[src/lsfs_cfg.svh]
`ifndef LSFS_CFG_SVH
`define LSFS_CFG_SVH

// Number of LED strings
`define LSFS_NUM_CH         4
// Short debounce: more than this many switching periods
`define LSFS_SHORT_PERIODS  10000
// Debounce counter width
`define LSFS_CNT_W          14
// Sync stages for comparator flags
`define LSFS_SYNC_STAGES    2

`endif

[src/lsfs_pkg.sv]
`default_nettype none
package lsfs_pkg;

    // Comparator flags from the analog side, per channel and shared
    typedef struct packed {
        logic [3:0] ch_ov_low;   // Channel sense above lower threshold
        logic [3:0] ch_ov_high;  // Channel sense above upper threshold
        logic [3:0] ch_low;      // Channel sense below open threshold
        logic       ovp_low;     // Overvoltage node below bottom threshold
        logic       ovp_reg;     // Overvoltage node above regulation level
        logic       ovp_rel;     // Overvoltage node above release level
        logic       ovp_crit;    // Overvoltage node above latch level
        logic       cs_limit;    // Switch current above cycle limit
        logic       cs_short;    // Switch current above inductor short
        logic       temp_hot;    // Die above shutdown temperature
        logic       temp_cool;   // Die below recovery temperature
    } lsfs_cmp_t;

    // Drive outputs
    typedef struct packed {
        logic       boost_en;    // Boost switching allowed
        logic       softstart;   // Soft-start request pulse
        logic       on_kill;     // End present on-time
        logic [3:0] sink_en;     // LED current sink enables
        logic [3:0] reg_sel;     // Channels in lowest-voltage selection
        logic [3:0] marked_off;  // Mark-off latches
    } lsfs_drv_t;

endpackage : lsfs_pkg
`default_nettype wire

[src/lsfs_supervisor.sv]
`timescale 1ns/1ps
`default_nettype none
`include "lsfs_cfg.svh"

module lsfs_supervisor #(
    parameter int CNT_W = `LSFS_CNT_W,
    parameter int SHORT_PERIODS = `LSFS_SHORT_PERIODS
) (
    // Clock and reset
    input  wire logic              clk_i,
    input  wire logic              resetn_i,
    // Enable pin and comparators
    input  wire logic              enable_i,
    input  wire lsfs_pkg::lsfs_cmp_t cmp_i,
    // Drives
    output var  lsfs_pkg::lsfs_drv_t drv_o
);

    // ****************************************************
    // State
    // ****************************************************
    typedef enum logic [1:0] {
        LSFS_OFF,
        LSFS_RUN,
        LSFS_HOT
    } lsfs_mode_t;

    typedef struct packed {
        lsfs_pkg::lsfs_cmp_t   s1;      // First sync stage
        lsfs_pkg::lsfs_cmp_t   s2;      // Second sync stage
        logic                  en1;     // Enable sync stage 1
        logic                  en2;     // Enable sync stage 2
        logic                  en3;     // Enable delayed for edge
        lsfs_mode_t            mode;    // Run mode
        logic                  ovp_hold;// Regulation pause latch
        logic                  crit;    // Latched shutdown
        logic [3:0]            mark;    // Mark-off latches
        logic [3:0][CNT_W-1:0] cnt;     // Debounce counters
        lsfs_pkg::lsfs_drv_t   drv;     // Registered outputs
    } lsfs_state_t;

    lsfs_state_t st_ff;      // Registered state
    lsfs_state_t nxt_st;     // Next state
    logic        en_rise;    // Enable rising edge, clears latches
    logic [3:0]  mark_set;   // Mark-off requests this cycle
    logic        crit_set;   // Latched-shutdown request this cycle

    localparam logic [CNT_W-1:0] TERM = CNT_W'(SHORT_PERIODS);

    // ****************************************************
    // Next state
    // ****************************************************
    always_comb begin
        logic open_ok;
        logic run_ok;
        open_ok  = 1'b0;
        run_ok   = 1'b0;
        en_rise  = 1'b0;
        mark_set = 4'h0;
        crit_set = 1'b0;
        nxt_st   = st_ff;
        // Synchronizers
        nxt_st.s1  = cmp_i;
        nxt_st.s2  = st_ff.s1;
        nxt_st.en1 = enable_i;
        nxt_st.en2 = st_ff.en1;
        nxt_st.en3 = st_ff.en2;
        en_rise = st_ff.en2 & ~st_ff.en3;
        // Enable rise clears latches first: a fault present in
        // the same cycle sets its latch again and is not lost
        if (en_rise) begin
            nxt_st.mark = '0;
            nxt_st.crit = 1'b0;
        end
        // Open detection when limit reached
        open_ok = st_ff.s2.ovp_reg | st_ff.s2.cs_limit;
        for (int i = 0; i < 4; i++) begin
            // Debounce: count while over, restart on drop
            if (!st_ff.s2.ch_ov_low[i]) begin
                nxt_st.cnt[i] = '0;
            end else if (st_ff.cnt[i] != TERM) begin
                nxt_st.cnt[i] = st_ff.cnt[i] + CNT_W'(1);
            end
            if (st_ff.cnt[i] == TERM && st_ff.s2.ch_ov_low[i]) begin
                mark_set[i] = 1'b1;
            end
            if (st_ff.s2.ch_ov_high[i]) begin
                mark_set[i] = 1'b1;
            end
            if (st_ff.s2.ch_low[i] && open_ok && st_ff.mode == LSFS_RUN
                && !st_ff.s2.ovp_low) begin
                mark_set[i] = 1'b1;
            end
        end
        // Sets win over the enable-rise clear
        nxt_st.mark = nxt_st.mark | mark_set;
        // Regulation pause with hysteresis
        if (st_ff.s2.ovp_reg) begin
            nxt_st.ovp_hold = 1'b1;
        end else if (!st_ff.s2.ovp_rel) begin
            nxt_st.ovp_hold = 1'b0;
        end
        // Latched shutdowns, set wins over the clear
        crit_set = st_ff.s2.ovp_crit | st_ff.s2.cs_short;
        if (crit_set) begin
            nxt_st.crit = 1'b1;
        end
        // Counters restart on enable rise
        if (en_rise) begin
            nxt_st.cnt = '0;
        end
        // Mode
        nxt_st.drv.softstart = 1'b0;
        unique case (st_ff.mode)
            LSFS_OFF: begin
                if (st_ff.en2) begin
                    nxt_st.mode = LSFS_RUN;
                    nxt_st.drv.softstart = 1'b1;
                end
            end
            LSFS_RUN: begin
                if (!st_ff.en2) begin
                    nxt_st.mode = LSFS_OFF;
                end else if (st_ff.s2.temp_hot) begin
                    nxt_st.mode = LSFS_HOT;
                end
            end
            LSFS_HOT: begin
                if (!st_ff.en2) begin
                    nxt_st.mode = LSFS_OFF;
                end else if (st_ff.s2.temp_cool) begin
                    nxt_st.mode = LSFS_RUN;
                    nxt_st.drv.softstart = 1'b1;
                end
            end
            // Unused code falls back to off
            default: begin
                nxt_st.mode = LSFS_OFF;
            end
        endcase
        // Outputs
        run_ok = st_ff.mode == LSFS_RUN && !st_ff.crit
                 && !st_ff.s2.ovp_low && !st_ff.s2.temp_hot;
        nxt_st.drv.marked_off = nxt_st.mark;
        nxt_st.drv.reg_sel    = ~nxt_st.mark;
        nxt_st.drv.sink_en    = run_ok ? ~nxt_st.mark : 4'h0;
        nxt_st.drv.boost_en   = run_ok && !nxt_st.ovp_hold
                                && !st_ff.s2.ovp_reg
                                && (nxt_st.mark != 4'hf);
        nxt_st.drv.on_kill    = st_ff.s2.cs_limit;
    end

    // ****************************************************
    // Registers
    // ****************************************************
    always_ff @(posedge clk_i or negedge resetn_i) begin
        if (!resetn_i) begin
            st_ff <= '0;
        end else begin
            st_ff <= nxt_st;
        end
    end

    assign drv_o = st_ff.drv;
endmodule : lsfs_supervisor
`default_nettype wire

[config.mk]
export PLATFORM = sky130hd
export DESIGN_NAME = lsfs_supervisor
export DESIGN_NICKNAME = d
export VERILOG_FILES = /design/src/lsfs_pkg.sv /design/src/lsfs_supervisor.sv
export VERILOG_INCLUDE_DIRS = /design/src
export SDC_FILE = /design/constraint.sdc
export NUM_CORES = 1
export LEC_CHECK = 0
export BUFFER_PORTS_ARGS = -buffer_cell sky130_fd_sc_hd__buf_2
export CORE_MARGIN = 2
export CORE_UTILIZATION = 50
export DETAILED_ROUTE_END_ITERATION = 10
export PLACE_DENSITY_LB_ADDON = 0.3
export SYNTH_ARGS = -nofsm -noshare
export SYNTH_HDL_FRONTEND = slang
export SYNTH_SLANG_ARGS = --single-unit
[constraint.sdc]
create_clock -name clk_i -period 2.6 [get_ports clk_i]
set_clock_uncertainty 0.2 [all_clocks]
set_input_delay 0.13 -clock clk_i [delete_from_list [all_inputs] [get_ports clk_i]]
set_output_delay 0.13 -clock clk_i [all_outputs]
set_load 0.05 [all_outputs]
==> impl_metrics.yaml, run 1 <==
power_and_ir_drop:
  pwr-share-seq: 0.449
  power_leakage_nw: 2.63
  irDropWorstVdd_mv: 0.504
  power.clock.fraction: 0.497
  p_int_w: 0.00319
  p_sw_w: 0.00111
  power.density_mw_per_mm2: 732
  comb_power_share: 0.054
  switching_share: 0.258
global_routing:
  track_usage: 0.208
  grt_pass1_vias: 3386
  overflow: 0
  grt_pass1_wl_um: 16300
  antenna_found_initial: 0
  grt_start_max_net_pins: 50
synthesis:
  yosys_warnings: 0
  synth_fp_nets: 452
  syn-cell-area_mm2: 0.00482
  synth_area_per_cell_um2: 11.5
  ys_seq_area_frac: 0.612
  synth_seq_cells: 118
  synthArstFlopShare: 1.00
  synthTopCellsByArea: "dfrtp_1, xor2_1, nor2_1, xnor2_1, nand3_1"
  ys_types: 48
  synth_ff_type: "dfrtp_1"
  synth_edf_count: 0
  yosysTopAreaCell: "dfrtp_1"
  synth_cells: 421
  synth_top_cell_area_share: 0.612
sta:
  finalHoldViolCount: 0
  maxSlewViolCount: 0
  fin_crit_sh: 0.854
  rsz0062_at_grt: "false"
  fmax_mhz: 450
  finalSetupViolations: 0
  tightest_slew_ns: 0.697
  setup_tns_ns: 0
  final.min_clock_period_ns: 2.22
  max-slew-margin-rel: 0.530
place:
  placed_cell_area_mm2: 0.00508
  dp_hpwl_um: 5720
  place_congestion: 0.838
  io_buffers: 37
clocking:
  cts_buffer_depth: 2
  clk_latency_ns: 0.51
  htreeDepth: 4
  clock_sinks: 118
  clk_pin_slew_worst_paths_ns: 0.06
  post_cts.repair.setup_buffers: 0
  cts_buffers: 17
  cts_root_buf: "clkbuf_8"
  ctsResizeCount: 0
  cts_tree: "built"
worst_setup_path:
  cp.arrival_ns: 2.39
  startpoint_type: "flip-flop"
  critPathKind: "flip-flop to flip-flop"
  slowest_stage: "or4_4"
  cp-end-kind: "flip-flop"
  cpPeakStageDelay_ns: 0.59
  path_max_fanout: 5
  crit_required_ns: 2.77
  crit_chain: "or4b_1 > or4_4 > nand3_1 > o32ai_1"
  crit_buf_inv: 0
  cp_top_family: "simple AND/OR/NAND/NOR gates"
cells_and_area:
  final_common_cell: "dfrtp_1"
  synthToLayoutAreaGrowth_pct: 21.8
  multi_input_area_mm2: 0.00164
  num_antenna_cells: 0
  final_area_mm2: 0.00588
  utilization: 0.633
  fin_nets: 517
  final_cell_mix: "dfrtp_1, nor2_1, buf_2"
  fill_cells: 741
  seqCellArea_mm2: 0.00295
  drive_above_1_share: 0.160
floorplan:
  initial_core_util: 0.519
  die_h_um: 102
  ios: 38
  coreArea_mm2: 0.00928
  fp.dieArea_mm2: 0.0104
  fp-row-count: 35
  die_x_um: 102
drt:
  wl_per_cell_um: 15.0
  vias_per_cell: 5.30
  vias: 3327
  drt_iter0_markers: 165
  drc: 0
  antenna_left: 0
  first_pass_iters: 5
  wl_um: 9390
run_status:
  outcome: "finished clean"
min_path:
  hp-class: "primary input to flip-flop"
flow_run:
  maxCapViolCount: 0
-- state kept, by name (all words and copies together), names as in the netlist --
name / flops
drv_o: 15
nxt_st: 23
st_ff: 80
-- power groups by stage --
stage	logic, W	clock network [W]	registers [W]
5_1_grt	0.000262	0.00227	0.00194
4_1_cts	0.000235	0.00217	0.00193
3_3_place_gp	0.000197	0	0.00196
3_5_place_dp	0.000200	0	0.00196
2_1_floorplan	0.000128	0	0.00195
6_report	0.000232	0.00214	0.00193
-- Yosys cell counts (2+ instances only) --
| master | instances |
|---|---|
| xor2_1 | 20 |
| dfrtp_1 | 118 |
| and2_1 | 2 |
| nand3b_1 | 2 |
| o22ai_1 | 3 |
| nand4bb_1 | 2 |
| buf_4 | 15 |
| nor4_1 | 8 |
| nand4_1 | 11 |
| mux2i_1 | 2 |
| and3b_1 | 2 |
| nand2_1 | 21 |
| clkbuf_1 | 2 |
| or4_1 | 2 |
| ha_1 | 8 |
| and3_1 | 9 |
| or4b_1 | 3 |
| o21a_1 | 2 |
| inv_1 | 24 |
| o211ai_1 | 3 |
| a21oi_1 | 16 |
| o211ai_2 | 2 |
| nor3_1 | 5 |
| nor4b_1 | 2 |
| or3_1 | 8 |
| nor3b_1 | 2 |
| nand3_1 | 24 |
| xnor2_1 | 15 |
| nor2_1 | 43 |
| nand2b_1 | 8 |
| and4_1 | 4 |
| nor2b_1 | 6 |
| o21ai_0 | 12 |
-- metrics by stage --
| step | power (W) | hold WS [ns] | setup WS (ns) | cells |
|---|---|---|---|---|
| after floorplan | 0.00208 | -0.366 | 0.547 | 421 |
| after global placement | 0.00216 | -0.0564 | 0.476 | 572 |
| after detailed placement | 0.00216 | -0.0573 | 0.439 | 572 |
| after CTS | 0.00434 | 0.0352 | 0.383 | 628 |
| after global routing | 0.00447 | 0.0348 | 0.300 | 628 |
| final | 0.00430 | 0.0530 | 0.380 | 628 |
-- path summary, 6_finish.rpt --
check	start	to	slack [ns]	depth (start not counted)
worst max-delay path	st_ff[50]$_DFFE_PN0P_	st_ff[44]$_DFFE_PN0P_	0.38	4
worst min-delay path	cmp_i[0]	nxt_st[82]$_DFF_PN0_	0.05	2
worst max register to register	st_ff[50]$_DFFE_PN0P_	st_ff[44]$_DFFE_PN0P_	0.38	4
worst min register to register	nxt_st[98]$_DFF_PN0_	st_ff[98]$_DFF_PN0_	0.15	0
max in group asynchronous	resetn_i	nxt_st[99]$_DFF_PN0_	1.32	4
min in group asynchronous	resetn_i	st_ff[53]$_DFFE_PN0P_	0.52	4
-- cell families after synthesis --
logic type / synth area share
compound gates: 0.0610
xor+xnor: 0.0636
simple gates: 0.191
mux: 0.00415
flops: 0.612
buf+inv: 0.0470
fa+ha+maj: 0.0208
-- layer usage --
layer | wire, µm | track usage | vias up
li1 | - | - | 1574
met1 | 4070 | 0.266 | 1635
met2 | 4640 | 0.332 | 101
met3 | 477 | 0.0588 | 17
met4 | 206 | 0.0913 | 0
met5 | 0 | 0 | -
-- what timing repair did --
| item | in CTS | in global routing |
|---|---|---|
| endpoints found under the hold margin | 139 | 0 |
| endpoints found under the setup margin | 0 | 0 |
| hold buffers | 24 | 0 |
-- layout make-up --
type / instances / area share
clock inverter: 15 / 0.0228
tap: 129 / 0.0275
clock buffer: 17 / 0.0705
sequential: 118 / 0.503
inverter: 24 / 0.0153
multi-input combinational: 260 / 0.280
timing repair buffer: 65 / 0.0818
(Power assumes the default switching activity.)
==> run 2: changes to the inputs <==
--- a/config.mk
+++ b/config.mk
@@ -7,6 +7,7 @@
 export NUM_CORES = 1
 export LEC_CHECK = 0
 export BUFFER_PORTS_ARGS = -buffer_cell sky130_fd_sc_hd__buf_2
+export CORE_ASPECT_RATIO = 1.4
 export CORE_MARGIN = 2
 export CORE_UTILIZATION = 50
 export DETAILED_ROUTE_END_ITERATION = 10
==> constraint.sdc (replaced) <==
create_clock -name clk_i -period 2.35 [get_ports clk_i]
set_clock_uncertainty 0.2 [all_clocks]
set_input_delay 0.1175 -clock clk_i [delete_from_list [all_inputs] [get_ports clk_i]]
set_output_delay 0.1175 -clock clk_i [all_outputs]
set_load 0.05 [all_outputs]
==> impl_metrics.yaml, run 2 (synthesis results as in run 1) <==
run_status:
  outcome: "finished clean"
drt:
  drt_iter0_markers: 209
  vias_per_cell: 5.31
  antenna_left: 0
  drc: 0
  wl_per_cell_um: 14.8
  first_pass_iters: 5
  vias: 3221
  wl_um: 8990
floorplan:
  die_x_um: 87
  coreArea_mm2: 0.00941
  fp-row-count: 42
  initial_core_util: 0.513
  fp.dieArea_mm2: 0.0105
  ios: 38
  die_h_um: 120
sta:
  fmax_mhz: 460
  hold_ws_ns: 0.00859
  rsz0062_at_grt: "false"
  maxSlewViolCount: 0
  final.min_clock_period_ns: 2.17
  finalSetupViolations: 0
  layout_setup_ws_ns: 0.176
  setup_tns_ns: 0
  finalHoldViolCount: 0
  max-slew-margin-rel: 0.488
  tightest_slew_ns: 0.759
  fin_crit_sh: 0.925
worst_setup_path:
  crit_required_ns: 2.45
  crit_chain: "or4b_1 > or4_1 > and3_1 > o21a_1"
  critPathKind: "flip-flop to flip-flop"
  cp-end-kind: "flip-flop"
  cp.arrival_ns: 2.28
  slowest_stage: "or4_1"
  startpoint_type: "flip-flop"
  cpPeakStageDelay_ns: 0.55
  path_max_fanout: 6
clocking:
  ctsResizeCount: 0
  htreeDepth: 4
  cts_root_buf: "clkbuf_16"
  clk_latency_ns: 0.42
  clock_sinks: 118
  cts_buffers: 17
  cts_tree: "built"
  post_cts.repair.setup_buffers: 0
  cts_buffer_depth: 2
  clk_pin_slew_worst_paths_ns: 0.06
global_routing:
  grt_pass1_vias: 3365
  track_usage: 0.193
  antenna_found_initial: 0
  grt_start_max_net_pins: 49
  overflow: 0
  grt_pass1_wl_um: 15400
cells_and_area:
  final_area_mm2: 0.00590
  largest_register_ffs: 80
  fill_cells: 721
  final_common_cell: "dfrtp_1"
  multi_input_area_mm2: 0.00164
  seqCellArea_mm2: 0.00295
  synthToLayoutAreaGrowth_pct: 22.4
  regMostFlops: "st_ff"
  drive_above_1_share: 0.159
  num_antenna_cells: 0
  final_cell_mix: "dfrtp_1, nor2_1, buf_2"
  fin_nets: 516
power_and_ir_drop:
  power_leakage_nw: 2.65
  pwr-share-seq: 0.424
  p_int_w: 0.00389
  p_sw_w: 0.00114
  switching_share: 0.227
  irDropWorstVdd_mv: 0.808
  power.clock.fraction: 0.525
  power.density_mw_per_mm2: 853
  comb_power_share: 0.050
  totalPowerFinal_w: 0.00504
place:
  pre_cts_ws_ns: 0.182
  placed_cell_area_mm2: 0.00507
  place_congestion: 0.799
  dp_hpwl_um: 5870
  io_buffers: 37
flow_run:
  maxCapViolCount: 0
min_path:
  hp-class: "primary input to asynchronous set/reset pin"
-- run 2: changes by cell type in the layout (fill, tap and decap cells not counted) --
cell,previous run,this run
inv_8,4,0
bufinv_16,0,3
clkbuf_16,16,17
dlygate4sd3_1,23,22
inv_6,6,5
-- run 2: worst paths after layout --
| kind | slack (ns) | endpoint | cells after the start | startpoint |
|---|---|---|---|---|
| max reg2reg | 0.18 | st_ff[30]$_DFFE_PN0P_ | 4 | st_ff[34]$_DFFE_PN0P_ |
| min reg2reg | 0.14 | st_ff[101]$_DFF_PN0_ | 0 | nxt_st[101]$_DFF_PN0_ |
| max in group asynchronous | 1.33 | st_ff[83]$_DFF_PN0_ | 3 | resetn_i |
| min | 0.009 | st_ff[68]$_DFFE_PN0P_ | 2 | resetn_i |
| max | 0.18 | st_ff[30]$_DFFE_PN0P_ | 4 | st_ff[34]$_DFFE_PN0P_ |
| min in group clk_i | 0.14 | nxt_st[101]$_DFF_PN0_ | 2 | cmp_i[19] |
-- run 2: worst max-delay path, delay by kind of cell, from the launching register on --
family / cells / cell delay (ns)
AOI/OAI and AO/OA: 1 / 0.17
DFF: 1 / 0.44
and+or+nand+nor: 3 / 1.26
-- run 2: power by group through the flow --
stage | Clock, W | Sequential, W | Combinational (W)
after floorplan | 0 | 0.00216 | 0.000142
after global placement | 0 | 0.00217 | 0.000222
after detailed placement | 0 | 0.00217 | 0.000229
after CTS | 0.00269 | 0.00214 | 0.000258
after global routing | 0.00278 | 0.00215 | 0.000284
final | 0.00265 | 0.00214 | 0.000254
-- run 2: layer usage --
layer,up-vias,routed length (µm),GRT usage
met2,67,4580,0.313
met4,0,172,0.0713
met1,1568,3890,0.241
met5,-,0,0
met3,20,353,0.0642
li1,1566,-,-
-- run 2: cell type report --
class / instances / share of cell area
Multi-Input combinational cell: 260 / 0.278
Timing Repair Buffer: 64 / 0.0797
Sequential cell: 118 / 0.500
Clock buffer: 18 / 0.0744
Inverter: 24 / 0.0153
Tap cell: 110 / 0.0233
Clock inverter: 13 / 0.0288
-- run 2: timing repair --
action | 4_1_cts | 5_1_grt
hold buffers | 22 | 0
setup endpoints to repair | 0 | 0
hold endpoints to repair | 139 | 0
-- run 2: stage by stage --
stage / cells / utilization
finish: 607 / 0.628
global route: 607 / 0.628
CTS: 607 / 0.628
detailed placement: 554 / 0.539
global placement: 554 / 0.539
floorplan: 421 / -
==> run 3: changes to the inputs <==
--- a/config.mk
+++ b/config.mk
@@ -10,8 +10,9 @@
 export CORE_ASPECT_RATIO = 1.4
 export CORE_MARGIN = 2
 export CORE_UTILIZATION = 50
+export CTS_BUF_LIST = sky130_fd_sc_hd__clkbuf_2 sky130_fd_sc_hd__clkbuf_4 sky130_fd_sc_hd__clkbuf_8
 export DETAILED_ROUTE_END_ITERATION = 10
-export PLACE_DENSITY_LB_ADDON = 0.3
+export PLACE_DENSITY = 0.68
 export SYNTH_ARGS = -nofsm -noshare
 export SYNTH_HDL_FRONTEND = slang
 export SYNTH_SLANG_ARGS = --single-unit
==> impl_metrics.yaml, run 3 (synthesis results as in run 1) <==
run_status:
  outcome: "finished clean"
place:
  dp_cells: 554
  place_congestion: 0.822
  io_buffers: 37
  dp_hpwl_um: 5780
  placed_cell_area_mm2: 0.00507
clocking:
  cts_tree: "built"
  clock_sinks: 118
  cts_buffer_depth: 2
  cts_buffers: 17
  cts_root_buf: "clkbuf_8"
  postCtsHoldBufs: 22
  clk_pin_slew_worst_paths_ns: 0.07
  clk_latency_ns: 0.43
  htreeDepth: 4
  post_cts.repair.setup_buffers: 0
  ctsResizeCount: 0
worst_setup_path:
  cpPeakStageDelay_ns: 0.56
  r2r-start: "st_ff[34]$_DFFE_PN0P_"
  cp.arrival_ns: 2.34
  slowest_stage: "or4_1"
  reg2reg_depth: 4
  crit_required_ns: 2.47
  critPathKind: "flip-flop to flip-flop"
  crit_chain: "or4b_1 > or4_1 > and3_1 > o21a_1"
  cp_top_family: "simple AND/OR/NAND/NOR gates"
  crit_buf_inv: 0
  rrSetupSlack_ns: 0.13
  cp-end-kind: "flip-flop"
  path_max_fanout: 6
  startpoint_type: "flip-flop"
  cp_num_cells: 4
  r2r_end: "st_ff[30]$_DFFE_PN0P_"
power_and_ir_drop:
  power.density_mw_per_mm2: 738
  p_sw_w: 0.00103
  irDropWorstVdd_mv: 0.546
  power.clock.fraction: 0.433
  power_leakage_nw: 2.55
  comb_power_share: 0.060
  switching_share: 0.246
  p_int_w: 0.00317
  pwr-share-seq: 0.508
global_routing:
  grt_pass1_vias: 3229
  grt_start_max_net_pins: 41
  grt_pass1_wl_um: 14900
  met3_usage: 0.0635
  antenna_found_initial: 0
  use_met1: 0.235
  met2_usage: 0.293
  track_usage: 0.184
  overflow: 0
  grt-busiest-layer: "met2"
sta:
  tightest_slew_ns: 0.702
  finalSetupViolations: 0
  final.min_clock_period_ns: 2.22
  rsz0062_at_grt: "false"
  max-slew-margin-rel: 0.527
  fin_crit_sh: 0.947
  maxSlewViolCount: 0
  fmax_mhz: 450
  finalHoldViolCount: 0
  hold_ws_ns: 0.0135
  setup_tns_ns: 0
floorplan:
  coreArea_mm2: 0.00941
  fp-row-count: 42
  fp.dieArea_mm2: 0.0105
  die_h_um: 120
  die_x_um: 87
  initial_core_util: 0.513
  ios: 38
drt:
  vias: 3200
  drc: 0
  antenna_left: 0
  first_pass_iters: 5
  drt_iter0_markers: 124
  wl_um: 8550
  vias_per_cell: 5.27
  wl_per_cell_um: 14.1
flow_run:
  maxCapViolCount: 0
cells_and_area:
  final_cell_mix: "dfrtp_1, nor2_1, buf_2"
  regMostFlops: "st_ff"
  fin_nets: 516
  synthToLayoutAreaGrowth_pct: 18.1
  largest_register_ffs: 80
  drive_above_1_share: 0.159
  final_area_mm2: 0.00569
  instances_no_fill: 607
  multi_input_area_mm2: 0.00164
  seqCellArea_mm2: 0.00295
  fill_cells: 761
  final_common_cell: "dfrtp_1"
  utilization: 0.605
  num_antenna_cells: 0
min_path:
  hp-class: "primary input to asynchronous set/reset pin"
## run 3: cell type report
cell class | count | area share
clock inverter | 13 | 0.0266
inverter | 24 | 0.0158
timing repair buffer | 64 | 0.0826
tap | 110 | 0.0242
multi-input combinational | 260 | 0.289
clock buffer | 18 | 0.0435
sequential | 118 | 0.519
## run 3: through the flow
stage               setup WS, ns  power [W]
finish                     0.126    0.00420
floorplan                  0.297    0.00230
global route              0.0546    0.00440
detailed placement         0.196    0.00240
CTS                        0.120    0.00425
global placement           0.223    0.00239
## run 3: how the worst max path moves through the flow
stage | startpoint | end
floorplan | st_ff[50]$_DFFE_PN0P_ | drv_o[14]$_DFF_PN0_
global placement | st_ff[50]$_DFFE_PN0P_ | drv_o[14]$_DFF_PN0_
detailed placement | st_ff[50]$_DFFE_PN0P_ | drv_o[14]$_DFF_PN0_
CTS | st_ff[34]$_DFFE_PN0P_ | st_ff[30]$_DFFE_PN0P_
global route | st_ff[41]$_DFFE_PN0P_ | st_ff[30]$_DFFE_PN0P_
finish | st_ff[34]$_DFFE_PN0P_ | st_ff[30]$_DFFE_PN0P_
## run 3: power groups by stage
stage                     logic (W)  registers (W)  clock network [W]
after detailed placement   0.000227        0.00217                  0
final                      0.000251        0.00213            0.00182
after global routing       0.000281        0.00214            0.00197
after floorplan            0.000142        0.00216                  0
after global placement     0.000221        0.00217                  0
after CTS                  0.000256        0.00213            0.00186
## run 3: per-layer routing
metal / wire length (µm) / share of wire
met5: 0 / 0
met4: 122 / 0.014
met3: 311 / 0.036
met2: 4380 / 0.51
met1: 3740 / 0.44
